$ cat config.mk
export PLATFORM = sky130hd
export DESIGN_NAME = cc_channel
export DESIGN_NICKNAME = d
export VERILOG_FILES = /design/src/hw/cc_channel_pkg.sv /design/src/hw/cc_link_if.sv /design/src/hw/cc_edge_prescaler.sv /design/src/hw/cc_pwm_unit.sv /design/src/hw/cc_channel.sv
export VERILOG_INCLUDE_DIRS = /design/src /design/src/hw
export SDC_FILE = /design/constraint.sdc
export NUM_CORES = 1
export LEC_CHECK = 0
export BUFFER_PORTS_ARGS = -buffer_cell sky130_fd_sc_hd__clkbuf_2
export CAP_MARGIN = 20
export CORE_UTILIZATION = 51
export CTS_CLUSTER_SIZE = 30
export DETAILED_ROUTE_END_ITERATION = 6
export PLACE_DENSITY = 0.9
export SYNTH_ARGS = -nofsm -noshare
export SYNTH_HDL_FRONTEND = slang
export SYNTH_SLANG_ARGS = --single-unit
$ cat constraint.sdc
create_clock -name aclk -period 2.62 [get_ports aclk]
set_input_delay 0 -clock aclk [delete_from_list [all_inputs] [get_ports aclk]]
set_output_delay 0 -clock aclk [all_outputs]
set_load 0.01 [all_outputs]
$ cat src/hw/cc_channel_regs.svh
// Purpose: channel register offsets, fields and reset values
// Assumes: included by bare name from the design files
// Notes:   definitions only
`ifndef CC_CHANNEL_REGS_SVH
`define CC_CHANNEL_REGS_SVH

// Byte offsets on the register bus
`define CC_OFF_CONTROL     8'h00
`define CC_OFF_VALUE_LOW   8'h04
`define CC_OFF_VALUE_HIGH  8'h08
`define CC_OFF_PENDING     8'h0C
`define CC_OFF_ENABLE      8'h10
`define CC_OFF_PRIORITY    8'h14
`define CC_OFF_TIMER_SEL   8'h18
`define CC_OFF_OPEN_DRAIN  8'h1C

// Field positions
`define CC_CTRL_MODE_LSB   0
`define CC_CTRL_DUTY_LSB   4
`define CC_CTRL_MASK       8'h3F
`define CC_FLAG_BIT        1
`define CC_TSEL_MASK       8'h0F
`define CC_OD_BIT          0

// Reset values
`define CC_RST_BYTE        8'h00

// Prescaler terminal counts
`define CC_PRESC_4_LAST    4'h3
`define CC_PRESC_16_LAST   4'hF

// Bus answers
`define CC_RESP_OKAY       2'b00
`define CC_RESP_DECERR     2'b11

`endif

$ cat src/hw/cc_channel_pkg.sv
// Purpose: types shared by the capture/compare channel modules
// Assumes: mode codes follow the 4-bit channel mode field
// Notes:   codes 1101..1111 also select PWM and are decoded by range
package cc_channel_pkg;

   typedef enum logic [3:0] {
      MODE_OFF        = 4'h0,
      MODE_CMP_TOGGLE = 4'h2,
      MODE_CAP_FALL   = 4'h4,
      MODE_CAP_RISE   = 4'h5,
      MODE_CAP_RISE4  = 4'h6,
      MODE_CAP_RISE16 = 4'h7,
      MODE_CMP_HIGH   = 4'h8,
      MODE_CMP_LOW    = 4'h9,
      MODE_CMP_SWINT  = 4'hA,
      MODE_CMP_TRIG   = 4'hB,
      MODE_PWM        = 4'hC
   } mode_t;

   typedef enum logic [1:0] {
      EDGE_FALL   = 2'b00,
      EDGE_RISE   = 2'b01,
      EDGE_RISE4  = 2'b10,
      EDGE_RISE16 = 2'b11
   } edge_sel_t;

   typedef enum logic [2:0] {
      REG_CONTROL,
      REG_VALUE_LOW,
      REG_VALUE_HIGH,
      REG_PENDING,
      REG_ENABLE,
      REG_PRIORITY,
      REG_TIMER_SEL,
      REG_OPEN_DRAIN
   } reg_idx_t;

endpackage

$ cat src/hw/cc_link_if.sv
// Purpose: core to capture and PWM unit signals
// Assumes: one instance per channel, single clock
// Notes:   core drives controls, units return events and levels
`timescale 1ns/1ps
interface cc_link_if;
   import cc_channel_pkg::*;

   logic        capture_en;
   edge_sel_t   edge_sel;
   logic        capture_evt;
   logic        pwm_en;
   logic [9:0]  duty;
   logic        period_match;
   logic [9:0]  timer_fine;
   logic        pwm_out;
   logic [9:0]  duty_held;

   modport core (
      output capture_en,
      output edge_sel,
      input  capture_evt,
      output pwm_en,
      output duty,
      output period_match,
      output timer_fine,
      input  pwm_out,
      input  duty_held
   );

   modport capture (
      input  capture_en,
      input  edge_sel,
      output capture_evt
   );

   modport pwm (
      input  pwm_en,
      input  duty,
      input  period_match,
      input  timer_fine,
      output pwm_out,
      output duty_held
   );
endinterface

$ cat src/hw/cc_edge_prescaler.sv
// Purpose: pin synchroniser, edge detector and capture edge prescaler
// Assumes: pin_in may be asynchronous to aclk
// Notes:   count kept across prescaler switches
`timescale 1ns/1ps
module cc_edge_prescaler
   import cc_channel_pkg::*;
(
   input  wire logic       aclk,
   input  wire logic       aresetn,
   input  wire logic       pin_in,
   cc_link_if.capture      link
);
`include "cc_channel_regs.svh"

   logic       sync1_q;
   logic       sync2_q;
   logic       prev_q;
   logic [3:0] count_q;
   logic       evt_q;
   logic       rise;
   logic       fall;

   // Two-stage synchroniser and history flop
   always_ff @(posedge aclk) begin
      if (!aresetn) begin
         sync1_q <= 1'b0;
         sync2_q <= 1'b0;
         prev_q  <= 1'b0;
      end else begin
         sync1_q <= pin_in;
         sync2_q <= sync1_q;
         prev_q  <= sync2_q;
      end
   end

   assign rise = sync2_q & ~prev_q;
   assign fall = ~sync2_q & prev_q;

   // Prescaler count and capture event
   always_ff @(posedge aclk) begin
      if (!aresetn || !link.capture_en) begin
         count_q <= 4'h0;
         evt_q   <= 1'b0;
      end else begin
         evt_q <= 1'b0;
         unique case (link.edge_sel)
            EDGE_FALL:   evt_q <= fall;
            EDGE_RISE:   evt_q <= rise;
            // Leftover count may fire early
            EDGE_RISE4: begin
               if (rise) begin
                  if (count_q >= `CC_PRESC_4_LAST) begin
                     count_q <= 4'h0;
                     evt_q   <= 1'b1;
                  end else begin
                     count_q <= count_q + 4'h1;
                  end
               end
            end
            EDGE_RISE16: begin
               if (rise) begin
                  if (count_q == `CC_PRESC_16_LAST) begin
                     count_q <= 4'h0;
                     evt_q   <= 1'b1;
                  end else begin
                     count_q <= count_q + 4'h1;
                  end
               end
            end
         endcase
      end
   end

   assign link.capture_evt = evt_q;

endmodule

$ cat src/hw/cc_pwm_unit.sv
// Purpose: 10-bit duty PWM with double-buffered duty value
// Assumes: period_match pulses once per period from the selected timer
// Notes:   duty above the period never clears the output
`timescale 1ns/1ps
module cc_pwm_unit
   import cc_channel_pkg::*;
(
   input  wire logic       aclk,
   input  wire logic       aresetn,
   cc_link_if.pwm          link
);

   logic       out_q;
   logic [9:0] held_q;

   // Duty latched at period end, glitch-free
   always_ff @(posedge aclk) begin
      if (!aresetn || !link.pwm_en) begin
         out_q  <= 1'b0;
         held_q <= 10'h000;
      end else if (link.period_match) begin
         held_q <= link.duty;
         out_q  <= (link.duty != 10'h000);
      end else if (held_q == link.timer_fine) begin
         out_q  <= 1'b0;
      end
   end

   assign link.pwm_out   = out_q;
   assign link.duty_held = held_q;

endmodule

$ cat src/hw/cc_channel.sv
// Purpose: one capture/compare/PWM channel with an AXI4-Lite register slave
// Assumes: timers, port latch and direction bit are outside
// Notes:   registers are 8 bits wide in the low byte lane of each word
// Function
// - open-drain allowed in output modes
// - own select bit turns on open-drain
// - capture copies 16-bit timer count
// - falling, rising, 4th or 16th edge
// - capture sets flag, software clears
// - new capture overwrites old value
// - port write on output pin captures
// - mode change may raise false flag
// - prescaler cleared when off or reset
// - prescaler switch keeps count
// - compare value to timer for equality
// - match sets, clears, toggles or keeps pin
// - flag set with the pin action
// - zero control write clears compare latch
// - mode 1010 match only sets flag
// - mode 1011 match pulses trigger
// - trigger resets the assigned timer
// - trigger never starts a conversion
// - PWM duty has 10-bit resolution
// - select register picks timers per mode
//
// Design decisions made here: register access over AXI4-Lite and the register addresses.
`timescale 1ns/1ps
module cc_channel
   import cc_channel_pkg::*;
#(
   parameter int TIMER_W = 16
)(
   input  wire logic               aclk,
   input  wire logic               aresetn,
   input  wire logic [7:0]         s_axi_awaddr,
   input  wire logic               s_axi_awvalid,
   output logic                    s_axi_awready,
   input  wire logic [31:0]        s_axi_wdata,
   input  wire logic [3:0]         s_axi_wstrb,
   input  wire logic               s_axi_wvalid,
   output logic                    s_axi_wready,
   output logic [1:0]              s_axi_bresp,
   output logic                    s_axi_bvalid,
   input  wire logic               s_axi_bready,
   input  wire logic [7:0]         s_axi_araddr,
   input  wire logic               s_axi_arvalid,
   output logic                    s_axi_arready,
   output logic [31:0]             s_axi_rdata,
   output logic [1:0]              s_axi_rresp,
   output logic                    s_axi_rvalid,
   input  wire logic               s_axi_rready,
   input  wire logic [TIMER_W-1:0] timer_one_count,
   input  wire logic [TIMER_W-1:0] timer_three_count,
   input  wire logic [7:0]         pwm_timer_count,
   input  wire logic [1:0]         pwm_timer_fine,
   input  wire logic               pwm_period_match,
   input  wire logic               port_direction_bit,
   input  wire logic               port_data_latch,
   input  wire logic               pin_in,
   output logic                    pin_out,
   output logic                    pin_oe,
   output logic                    special_trigger,
   output logic                    timer_one_reset,
   output logic                    timer_three_reset,
   output logic [1:0]              pwm_timer_select,
   output logic                    channel_irq_request,
   output logic                    channel_irq_priority
);
`include "cc_channel_regs.svh"

   // Refuse other timer widths
   if (TIMER_W != 16) begin : g_bad_width
      $error("cc_channel: TIMER_W must be 16");
   end

   // Offset to register index for both decodes
   function automatic logic [3:0] reg_decode(input logic [7:0] addr);
      logic [3:0] idx;
      idx = 4'h8;
      unique case (addr)
         `CC_OFF_CONTROL:    idx = {1'b0, REG_CONTROL};
         `CC_OFF_VALUE_LOW:  idx = {1'b0, REG_VALUE_LOW};
         `CC_OFF_VALUE_HIGH: idx = {1'b0, REG_VALUE_HIGH};
         `CC_OFF_PENDING:    idx = {1'b0, REG_PENDING};
         `CC_OFF_ENABLE:     idx = {1'b0, REG_ENABLE};
         `CC_OFF_PRIORITY:   idx = {1'b0, REG_PRIORITY};
         `CC_OFF_TIMER_SEL:  idx = {1'b0, REG_TIMER_SEL};
         `CC_OFF_OPEN_DRAIN: idx = {1'b0, REG_OPEN_DRAIN};
         default:            idx = 4'h8;
      endcase
      return idx;
   endfunction

   // Mode class decoders
   function automatic logic is_capture(input logic [3:0] m);
      return m[3:2] == 2'b01;
   endfunction

   function automatic logic is_compare(input logic [3:0] m);
      return (m[3:2] == 2'b10) || (m == MODE_CMP_TOGGLE);
   endfunction

   function automatic logic is_pwm(input logic [3:0] m);
      return m[3:2] == 2'b11;
   endfunction

   cc_link_if link ();

   logic [TIMER_W-1:0] cc_timer;

   logic [7:0]  control_q;
   logic [7:0]  value_low_q;
   logic [7:0]  value_high_q;
   logic        flag_q;
   logic        enable_q;
   logic        priority_q;
   logic [3:0]  tsel_q;
   logic        od_q;
   logic        cmp_latch_q;
   logic        eq_q;
   logic        trig_q;
   logic        t1_rst_q;
   logic        t3_rst_q;
   logic        irq_q;
   logic        pin_out_q;
   logic        pin_oe_q;
   logic        aw_hold_q;
   logic        w_hold_q;
   logic [7:0]  awaddr_q;
   logic [7:0]  wbyte_q;
   logic        wlane_q;
   logic        bvalid_q;
   logic [1:0]  bresp_q;
   logic        rvalid_q;
   logic [31:0] rdata_q;
   logic [1:0]  rresp_q;
   logic [3:0]  mode;
   logic [3:0]  wr_idx;
   logic        do_write;
   logic        wr_en;
   logic        use_timer_three;
   logic        cmp_eq;
   logic        match;
   logic        drive_level;
   logic        od_active;
   logic        want_output;

   assign mode     = control_q[`CC_CTRL_MODE_LSB +: 4];
   assign wr_idx   = reg_decode(awaddr_q);
   assign do_write = aw_hold_q & w_hold_q & ~bvalid_q;
   assign wr_en    = do_write & wlane_q;

   // Write: address and data taken apart, answered together
   assign s_axi_awready = ~aw_hold_q & ~bvalid_q;
   assign s_axi_wready  = ~w_hold_q & ~bvalid_q;
   assign s_axi_bvalid  = bvalid_q;
   assign s_axi_bresp   = bresp_q;

   always_ff @(posedge aclk) begin
      if (!aresetn) begin
         aw_hold_q <= 1'b0;
         w_hold_q  <= 1'b0;
         awaddr_q  <= 8'h00;
         wbyte_q   <= 8'h00;
         wlane_q   <= 1'b0;
         bvalid_q  <= 1'b0;
         bresp_q   <= `CC_RESP_OKAY;
      end else begin
         if (s_axi_awvalid && s_axi_awready) begin
            aw_hold_q <= 1'b1;
            awaddr_q  <= s_axi_awaddr;
         end
         if (s_axi_wvalid && s_axi_wready) begin
            w_hold_q <= 1'b1;
            wbyte_q  <= s_axi_wdata[7:0];
            wlane_q  <= s_axi_wstrb[0];
         end
         if (do_write) begin
            aw_hold_q <= 1'b0;
            w_hold_q  <= 1'b0;
            bvalid_q  <= 1'b1;
            bresp_q   <= wr_idx[3] ? `CC_RESP_DECERR : `CC_RESP_OKAY;
         end else if (bvalid_q && s_axi_bready) begin
            bvalid_q <= 1'b0;
         end
      end
   end

   // Read: one at a time, data from a register
   assign s_axi_arready = ~rvalid_q;
   assign s_axi_rvalid  = rvalid_q;
   assign s_axi_rdata   = rdata_q;
   assign s_axi_rresp   = rresp_q;

   always_ff @(posedge aclk) begin
      if (!aresetn) begin
         rvalid_q <= 1'b0;
         rdata_q  <= 32'h0000_0000;
         rresp_q  <= `CC_RESP_OKAY;
      end else if (s_axi_arvalid && s_axi_arready) begin
         rvalid_q <= 1'b1;
         rresp_q  <= `CC_RESP_OKAY;
         rdata_q  <= 32'h0000_0000;
         unique case (reg_decode(s_axi_araddr))
            {1'b0, REG_CONTROL}:    rdata_q[7:0] <= control_q;
            {1'b0, REG_VALUE_LOW}:  rdata_q[7:0] <= value_low_q;
            // In PWM the high byte shows the latched duty
            {1'b0, REG_VALUE_HIGH}: rdata_q[7:0] <= is_pwm(mode) ?
                                                    link.duty_held[9:2] : value_high_q;
            {1'b0, REG_PENDING}:    rdata_q[`CC_FLAG_BIT] <= flag_q;
            {1'b0, REG_ENABLE}:     rdata_q[`CC_FLAG_BIT] <= enable_q;
            {1'b0, REG_PRIORITY}:   rdata_q[`CC_FLAG_BIT] <= priority_q;
            {1'b0, REG_TIMER_SEL}:  rdata_q[3:0] <= tsel_q;
            {1'b0, REG_OPEN_DRAIN}: rdata_q[`CC_OD_BIT] <= od_q;
            default:                rresp_q <= `CC_RESP_DECERR;
         endcase
      end else if (rvalid_q && s_axi_rready) begin
         rvalid_q <= 1'b0;
      end
   end

   // Configuration registers
   always_ff @(posedge aclk) begin
      if (!aresetn) begin
         control_q  <= `CC_RST_BYTE;
         enable_q   <= 1'b0;
         priority_q <= 1'b0;
         tsel_q     <= 4'h0;
         od_q       <= 1'b0;
      end else if (wr_en) begin
         unique case (wr_idx)
            {1'b0, REG_CONTROL}:    control_q  <= wbyte_q & `CC_CTRL_MASK;
            {1'b0, REG_ENABLE}:     enable_q   <= wbyte_q[`CC_FLAG_BIT];
            {1'b0, REG_PRIORITY}:   priority_q <= wbyte_q[`CC_FLAG_BIT];
            {1'b0, REG_TIMER_SEL}:  tsel_q     <= wbyte_q[3:0];
            {1'b0, REG_OPEN_DRAIN}: od_q       <= wbyte_q[`CC_OD_BIT];
            default: ;
         endcase
      end
   end

   // Codes 01/10/11 pick timer three for capture/compare
   assign use_timer_three = tsel_q[1:0] != 2'b00;
   assign cc_timer        = use_timer_three ? timer_three_count : timer_one_count;
   assign pwm_timer_select = tsel_q[3:2];

   // Capture and PWM unit controls
   assign link.capture_en   = is_capture(mode);
   assign link.edge_sel     = edge_sel_t'(mode[1:0]);
   assign link.pwm_en       = is_pwm(mode);
   assign link.duty         = {value_low_q, control_q[`CC_CTRL_DUTY_LSB +: 2]};
   assign link.period_match = pwm_period_match;
   assign link.timer_fine   = {pwm_timer_count, pwm_timer_fine};

   cc_edge_prescaler u_capture (
      .aclk    (aclk),
      .aresetn (aresetn),
      .pin_in  (pin_in),
      .link    (link)
   );

   cc_pwm_unit u_pwm (
      .aclk    (aclk),
      .aresetn (aresetn),
      .link    (link)
   );

   // Value pair: capture beats a same-cycle write
   always_ff @(posedge aclk) begin
      if (!aresetn) begin
         value_low_q  <= `CC_RST_BYTE;
         value_high_q <= `CC_RST_BYTE;
      end else if (link.capture_evt) begin
         value_low_q  <= cc_timer[7:0];
         value_high_q <= cc_timer[15:8];
      end else if (wr_en) begin
         if (wr_idx == {1'b0, REG_VALUE_LOW}) begin
            value_low_q <= wbyte_q;
         end
         // High byte is read-only while in PWM
         if (wr_idx == {1'b0, REG_VALUE_HIGH} && !is_pwm(mode)) begin
            value_high_q <= wbyte_q;
         end
      end
   end

   // Match on rising edge of equality
   assign cmp_eq = is_compare(mode) && ({value_high_q, value_low_q} == cc_timer);
   assign match  = cmp_eq & ~eq_q;

   always_ff @(posedge aclk) begin
      if (!aresetn) begin
         eq_q <= 1'b0;
      end else begin
         eq_q <= cmp_eq;
      end
   end

   // Compare latch; zero control write clears it
   always_ff @(posedge aclk) begin
      if (!aresetn) begin
         cmp_latch_q <= 1'b0;
      end else if (wr_en && wr_idx == {1'b0, REG_CONTROL} && wbyte_q == 8'h00) begin
         cmp_latch_q <= 1'b0;
      end else if (match) begin
         unique case (mode)
            MODE_CMP_HIGH:   cmp_latch_q <= 1'b1;
            MODE_CMP_LOW:    cmp_latch_q <= 1'b0;
            MODE_CMP_TOGGLE: cmp_latch_q <= ~cmp_latch_q;
            default:         cmp_latch_q <= cmp_latch_q;
         endcase
      end
   end

   // Flag: hardware set beats software write
   always_ff @(posedge aclk) begin
      if (!aresetn) begin
         flag_q <= 1'b0;
      end else if (link.capture_evt || match) begin
         flag_q <= 1'b1;
      end else if (wr_en && wr_idx == {1'b0, REG_PENDING}) begin
         flag_q <= wbyte_q[`CC_FLAG_BIT];
      end
   end

   // Trigger and timer resets; no converter start
   always_ff @(posedge aclk) begin
      if (!aresetn) begin
         trig_q   <= 1'b0;
         t1_rst_q <= 1'b0;
         t3_rst_q <= 1'b0;
      end else begin
         trig_q   <= match && mode == MODE_CMP_TRIG;
         t1_rst_q <= match && mode == MODE_CMP_TRIG && !use_timer_three;
         t3_rst_q <= match && mode == MODE_CMP_TRIG && use_timer_three;
      end
   end

   assign special_trigger   = trig_q;
   assign timer_one_reset   = t1_rst_q;
   assign timer_three_reset = t3_rst_q;

   // Pin level: compare latch, PWM or port latch
   always_comb begin
      drive_level = port_data_latch;
      if (is_pwm(mode)) begin
         drive_level = link.pwm_out;
      end else if (mode == MODE_CMP_HIGH || mode == MODE_CMP_LOW ||
                   mode == MODE_CMP_TOGGLE) begin
         drive_level = cmp_latch_q;
      end
   end

   // Open-drain only in output modes; it never drives high
   assign od_active   = od_q && (is_compare(mode) || is_pwm(mode));
   assign want_output = ~port_direction_bit;

   // Driven pin loops back to pin_in, so a port write can capture
   always_ff @(posedge aclk) begin
      if (!aresetn) begin
         pin_out_q <= 1'b0;
         pin_oe_q  <= 1'b0;
         irq_q     <= 1'b0;
      end else begin
         pin_out_q <= od_active ? 1'b0 : drive_level;
         pin_oe_q  <= want_output && (!od_active || !drive_level);
         irq_q     <= flag_q & enable_q;
      end
   end

   assign pin_out              = pin_out_q;
   assign pin_oe               = pin_oe_q;
   assign channel_irq_request  = irq_q;
   assign channel_irq_priority = priority_q;

endmodule

; ---- Yosys cells after proc, flatten, opt, wreduce, memory -nomap -nowiden
; Memories as Yosys holds them, arrays and structs flattened. A register that Yosys moved wholly into a read port is not among the register bits.
; Cells that the tools add are included.
[totals]
mem_count = 2
mem_bits_rw = 0
rom_bits = 256
ff_bits = 90
output_inout_bits = 50
wordCells = 185
latchBits = 0
[mem_list]
columns = memory, words, word_bits, read_ports, rd_clocked_by_memory_dff, write_ports, line
row1 = (no name shown), 32, 4, 1, 0, 0, cc_channel.sv:80  ; unique case (addr)
row2 = (no name shown), 32, 4, 1, 1, 0, cc_channel.sv:80
[op_classes]
mux = 41
n_shift = 0
n_bitwise = 19
n_div = 0
n_eq_ne = 29
n_reduce_logical = 59
addsub = 1
order_cmp = 1
n_mul = 0
[ops]
columns = op, n
row1 = 8-bit two-way mux, 7
row2 = "4-bit by 3-bit == test with 1-bit output, second input constant", 8
row3 = 4-bit two-way mux, 8
row4 = "4-bit by 2-bit == test with 1-bit output, second input constant", 5
row5 = 2-bit nonzero test, 9
row6 = 16-bit == test, 1
row7 = "4-bit == test, second input constant", 4
row8 = 16-bit two-way mux, 1
row9 = 2-bit AND reduction, 8
row10 = 1-bit logical AND, 15
row11 = 1-bit two-way mux, 14
row12 = 4-bit one-hot mux with 3 select lines, 1
row13 = 10-bit == test, 1
row14 = 5-bit two-way mux, 2
row15 = 1-bit inverter, 10
row16 = 10-bit nonzero test, 1
row17 = 1-bit AND, 9
row18 = "2-bit == test, second input constant", 4
row19 = "4-bit by 1-bit == test with 1-bit output, second input constant", 2
row20 = 4-bit logical NOT, 2
row21 = 8-bit logical NOT, 1
row22 = 1-bit logical OR, 8
row23 = 2-bit one-hot mux with 4 select lines, 1
row24 = 4-bit one-hot mux with 2 select lines, 1
row25 = other kinds (16), 27

; ---- Logic depth before layout (Yosys ltp)
[logic_depth]
ltp_word = 8
depth_mapped = 10
depth_no_buf = 7

; ---- Modules after synthesis
; From an unflattened synthesis, not the netlist that was laid out.
[unflattened]
cells_unflattened = 577
hier_area_um2 = 5052.3
[by_module_without_submodules]
columns = module, cells_per_inst, area_each_um2, instances
row1 = cc_channel, 490, 4162.7, 1
row2 = cc_pwm_unit, 52, 526.8, 1
row3 = cc_edge_prescaler, 35, 362.8, 1

; ---- Worst setup path after synthesis
; No wires, ideal clock.
[synth_timing]
path_kind = reg-to-reg
startpoint = reg awaddr_q[7]
endpoint = reg value_high_q[4]
setup_time_ns = 0.128
t_required_ns = 2.492
n_path_buf = 1
path_slack_ns = 0.203
stages_incl_launch_ff = 9
arrival_ns = 2.290
cell_sequence = dfxtp_1 -> or4_1 -> nor3_1 -> nand3b_1 -> and4bb_2 -> buf_2 -> mux2_2 -> o21ai_0 -> nor2_1
[synth_via]
elab_chain_len = 6
[synth_rtl]
columns = item, line
row1 = "start, declared", cc_channel.sv:129  ; logic [7:0] awaddr_q;
row2 = "start signal, assigned", cc_channel.sv:171  ; awaddr_q <= s_axi_awaddr;
row3 = 3-bit logical NOT, cc_channel.sv:80
row4 = 4-bit two-way mux, cc_channel.sv:80
row5 = 4-bit by 2-bit == test with 1-bit output, cc_channel.sv:281  ; if (wr_idx == {1'b0, REG_VALUE_HIGH} && !is_pwm(mode)) begin
row6 = 1-bit logical AND, cc_channel.sv:281
row7 = 2-bit nonzero test (no source line), -
row8 = 2-bit AND reduction (no source line), -
row9 = "end signal, assigned", cc_channel.sv:272  ; value_high_q <= `CC_RST_BYTE;
row10 = "end signal, assigned", cc_channel.sv:275  ; value_high_q <= cc_timer[15:8];
row11 = "end signal, assigned", cc_channel.sv:282  ; value_high_q <= wbyte_q;
row12 = "end, declared", cc_channel.sv:113  ; logic [7:0] value_high_q;
; No other way between the ends.
; A chain may end at the register's enable or synchronous reset.

; ---- Worst setup path in the final report
[layout_timing]
startpoint = reg tsel_q[0]
endpoint = reg t1_rst_q (netlist: timer_one_reset)
[layout_via]
elab_chain_len = 7
word_cells_on_any_way = 8
classes_between = 1 x eq/ne / 1 x mux / 1 x bitwise / 5 x reduce/logical
[layout_rtl]
columns = item, line
row1 = "start, declared", cc_channel.sv:117  ; logic [3:0] tsel_q;
row2 = "start signal, assigned", cc_channel.sv:235  ; {1'b0, REG_TIMER_SEL}: tsel_q <= wbyte_q[3:0];
row3 = 2-bit nonzero test (*), cc_channel.sv:243  ; assign use_timer_three = tsel_q[1:0] != 2'b00;
row4 = 16-bit two-way mux, cc_channel.sv:244  ; assign cc_timer = use_timer_three ? timer_three_count : timer_one_count;
row5 = 16-bit == test, cc_channel.sv:288  ; assign cmp_eq = is_compare(mode) && ({value_high_q, value_low_q} == cc_timer);
row6 = 1-bit logical AND, cc_channel.sv:288
row7 = 1-bit AND, cc_channel.sv:289  ; assign match = cmp_eq & ~eq_q;
row8 = 1-bit logical AND, cc_channel.sv:334  ; t1_rst_q <= match && mode == MODE_CMP_TRIG && !use_timer_three;
row9 = 1-bit logical AND (*), cc_channel.sv:334
row10 = "end signal, assigned", cc_channel.sv:334
row11 = "end, declared", cc_channel.sv:122  ; logic t1_rst_q;
; Every way passes the cells marked *; elsewhere a longest branch is shown, timed or not.

==> flow_summary_export.csv <==
group,metric,value,unit
global_route,grt_antenna_before_repair,0,
clock_tree,ctsHtreeMaxLevel,3,
power_and_ir_drop,intPower,2.15,mW
timing,finClkSkew,0.0151,ns
logic_synthesis,ys_top_cells_by_area,"dfxtp_1 38%, mux2i_1 8.0%, nand2_1 5.8%, nor2_1 5.3%, buf_4 4.5%",
min_path,hold_class,"in -> reg",
drt,wl_per_cell,15.6,um
min_path,min_to,"value_high_q[4]$_SDFFE_PN0P_",
timing,worst_pin_slew,0.608,ns
clock_tree,cts.sinks,92,
global_route,grtUsageTotal,27.5,%
floorplan,die_y,99.9,um
timing,timing.final.hold_violations,0,
min_path,holdPathStages,5,
power_and_ir_drop,p_clk_share,37.9,%
logic_synthesis,syn-mean-instance-area,8.15,um2
drt,via_per_inst,5.61,
timing,setup_viol,0,
clock_tree,insertion_delay,0.37,ns
worst_setup_path,cp_top_family,"simple AND/OR/NAND/NOR gates",
worst_setup_path,cp.required,2.92,ns
outcome,outcome,"completed",
final_layout,areaGrowthSynthToFinish,24.5,%
worst_setup_path,crit_fanout,20,
final_layout,seq_area,1840,um2
logic_synthesis,yosys.area.top_type_share,37.7,%
logic_synthesis,synth-edff-count,0,
worst_setup_path,r2r_end,"timer_one_reset$_SDFF_PN0_",
floorplan,core,9240,um2
logic_synthesis,synthArstFlopShare,0,%
global_route,grt_pass1_wl,21.4,mm
worst_setup_path,end_kind,"flop",
drt,via_count,4859,
placed_design,port_buffers,103,
worst_setup_path,r2r_slack,0.13,ns
clock_tree,cts_root_buf,"clkbuf_8",
worst_setup_path,cp_num_buf_inv,1,
drt,drtAntennaViolNets,0,
power_and_ir_drop,p_leak,2.61,nW
clock_tree,cts_tree,"done",
floorplan,start_util,52.9,%
power_and_ir_drop,irDropWorstVdd,0.435,mV
logic_synthesis,synth.largest_area_cell,"dfxtp_1",
power_and_ir_drop,power_frac_comb,11.2,%
timing,period_needed,2.49,ns
power_and_ir_drop,power,2.89,mW
worst_setup_path,path_class,"reg -> reg",
logic_synthesis,syn-instance-count,599,
logic_synthesis,synth.most_common_cell,"dfxtp_1",
global_route,grt_max_degree,35,
drt,route.detailed.drc,0,
logic_synthesis,synthFlopType,"dfxtp_1",
logic_synthesis,synth_cell_types,57,
timing,slew_headroom,59.0,%
floorplan,dieArea,9970,um2
placed_design,gp_congestion,0.986,
drt,drtPass1Iterations,7,
logic_synthesis,synth_common_cells,"92 x dfxtp_1, 75 x nand2_1, 69 x nor2_1",
floorplan,io_pins,155,
power_and_ir_drop,p_seq_share,50.8,%
power_and_ir_drop,net-switching-power,0.732,mW
timing,rsz0062_at_grt,"no",
worst_setup_path,cp_data_arrival_time,2.79,ns
floorplan,num_rows,35,
final_layout,drive_gt1_share,22.3,%
timing,slew_viol_final,0,
final_layout,multi_input_area,2710,um2
placed_design,place_ws,0.0534,ns
logic_synthesis,synth_warnings,0,
power_and_ir_drop,switching_share,25.4,%
flow_run,maxCapViolCount,0,
placed_design,place_hpwl,9.62,mm
worst_setup_path,reg2regPathDepth,8,
logic_synthesis,synth-seq-area-share,37.7,%
min_path,worstHoldStart,"timer_one_count[12]",
power_and_ir_drop,power.density,474,nW/um2
final_layout,n_antenna_cell,0,
timing,max_freq,401,MHz
worst_setup_path,max_stage_delay,0.51,ns
clock_tree,cts_buffer_depth,2,
final_layout,layout.nets,838,
worst_setup_path,cp_slowest_cell,"or4_4",
global_route,overflow,0,
worst_setup_path,timing.rr.start,"tsel_q[0]$_SDFFE_PN0P_",
worst_setup_path,crit_chain,"or2_1 -> buf_12 -> mux2i_1 -> a22oi_1 -> nand4_1 -> or4_1 -> or4_4 -> nor2_1",
timing,period_share,95.2,%
logic_synthesis,ys_seq_elements,92,
clock_tree,cts-buffers-inserted,9,
worst_setup_path,startpoint_type,"flop",
timing,setup_ws,0.127,ns
clock_tree,cts.clk_slew.worst_paths,0.10,ns
timing,setup_tns,0,ns
drt,wl,13.5,mm
drt,drt_iter0_markers,375,
logic_synthesis,netlist_area,4880,um2
final_layout,fill_cells,738,
global_route,grt_pass1_vias,4594,
floorplan,fp.dieW,99.9,um
power groups by stage:
stage | clock [mW] | combinational, mW | sequential, mW
6_report | 1.09 | 0.324 | 1.47
5_1_grt | 1.17 | 0.358 | 1.47
4_1_cts | 1.10 | 0.317 | 1.46
3_5_place_dp | 0 | 0.272 | 1.50
3_3_place_gp | 0 | 0.265 | 1.49
2_1_floorplan | 0 | 0.195 | 1.48
routing by layer:
layer / share of wire, % / global-route usage (%)
met1: 40 / 33.4
met2: 47 / 46.1
met3: 10 / 6.27
met4: 2.7 / 13.3
met5: 0 / 0
state kept, by name, summed over array words and instances, names as in the netlist, 4 cells and up, named ones only:
name / cells
awaddr_q: 8
tsel_q: 4
value_high_q: 8
s_axi_rdata: 8
wbyte_q: 8
value_low_q: 8
u_pwm.link.duty_held: 10
u_capture.count_q: 4
control_q: 6
repair_timing:
action / 4_1_cts / 5_1_grt
resized for setup: 0 / 4
hold buffers: 37 / 0
setup endpoints to repair: 0 / 6
hold endpoints to repair: 29 / 0
setup buffers: 0 / 0
through the flow:
step	cells	hold WS [ns]	util [%]	cell area, um2
floorplan	622	0.0761	-	4970
global placement	813	0.190	59.0	5450
detailed placement	813	0.203	59.0	5450
CTS	866	0.0213	65.5	6050
global route	866	0.0683	65.8	6080
finish	866	0.0299	65.8	6080
cell usage in the layout (no fill, tap or decap), types with 2 or more instances in the layout:
cell type      Yosys  final
nand2_1           75     75
nand3_1           14     14
bufinv_16          0      2
or4_4              2      2
nor2b_1            8      8
nor3_1            10      9
a31oi_1            4      4
nand2b_1           6      6
conb_1             1     24
a211oi_1          16     16
nand3b_1           4      4
nor4_1             7      7
mux2_2            11     11
or4_1              3      3
nor3b_1            3      3
a22oi_1           10     10
dlygate4sd3_1      0     37
o211a_2            2      2
a311oi_1           9      9
inv_1             24     24
buf_4             29     18
a21oi_1           33     33
dfxtp_1           92     92
xor2_1            14     14
nor2_1            69     68
nand4_1            2      2
o21ai_0           29     29
clkbuf_2           0    103
and3_1             4      4
o22ai_1            9      9
clkbuf_8           0     10
and2_1             9      9
a2111oi_4          1      2
xnor2_1            6      6
mux2i_1           39     39
nor3_2             1      2
how the worst max path moves through the flow:
stage                                        start                           end  slack [ns]  cells after the start
after floorplan           awaddr_q[7]$_SDFFE_PN0N_  value_high_q[4]$_SDFFE_PN0P_        0.20                      8
after global placement      tsel_q[0]$_SDFFE_PN0P_      cmp_latch_q$_SDFFE_PP0P_        0.17                      8
after detailed placement    tsel_q[0]$_SDFFE_PN0P_    timer_one_reset$_SDFF_PN0_        0.05                      8
after CTS                   tsel_q[0]$_SDFFE_PN0P_    timer_one_reset$_SDFF_PN0_        0.04                      8
after global routing        tsel_q[1]$_SDFFE_PN0P_    timer_one_reset$_SDFF_PN0_       0.003                      8
final                       tsel_q[0]$_SDFFE_PN0P_    timer_one_reset$_SDFF_PN0_        0.13                      8
final cells by class:
type,count,share of cell area [%]
Timing Repair Buffer,159,17.1
Clock inverter,6,1.54
Clock buffer,10,2.26
Inverter,25,1.54
Tap cell,129,2.65
Sequential cell,92,30.3
Multi-Input combinational cell,445,44.6
kinds of logic (layout without fill, tap and decap cells):
| group | count (synthesis) | after routing | share of synthesized area, % |
|---|---|---|---|
| buf+inv | 85 | 200 | 9.09 |
| flops | 92 | 92 | 37.7 |
| compound gates | 127 | 127 | 17.4 |
| other cells | 1 | 24 | 0.0768 |
| simple gates | 223 | 223 | 21.4 |
| mux | 50 | 50 | 10.5 |
| fa+ha+maj | 1 | 1 | 0.256 |
| xor+xnor | 20 | 20 | 3.59 |
worst min-delay path: cells and delay by family:
kind            cells  cell delay (ns)
simple gates        1             0.04
compound gates      2             0.16
buf+inv             2             0.16
No activity file was read; power rests on OpenSTA's default activity.
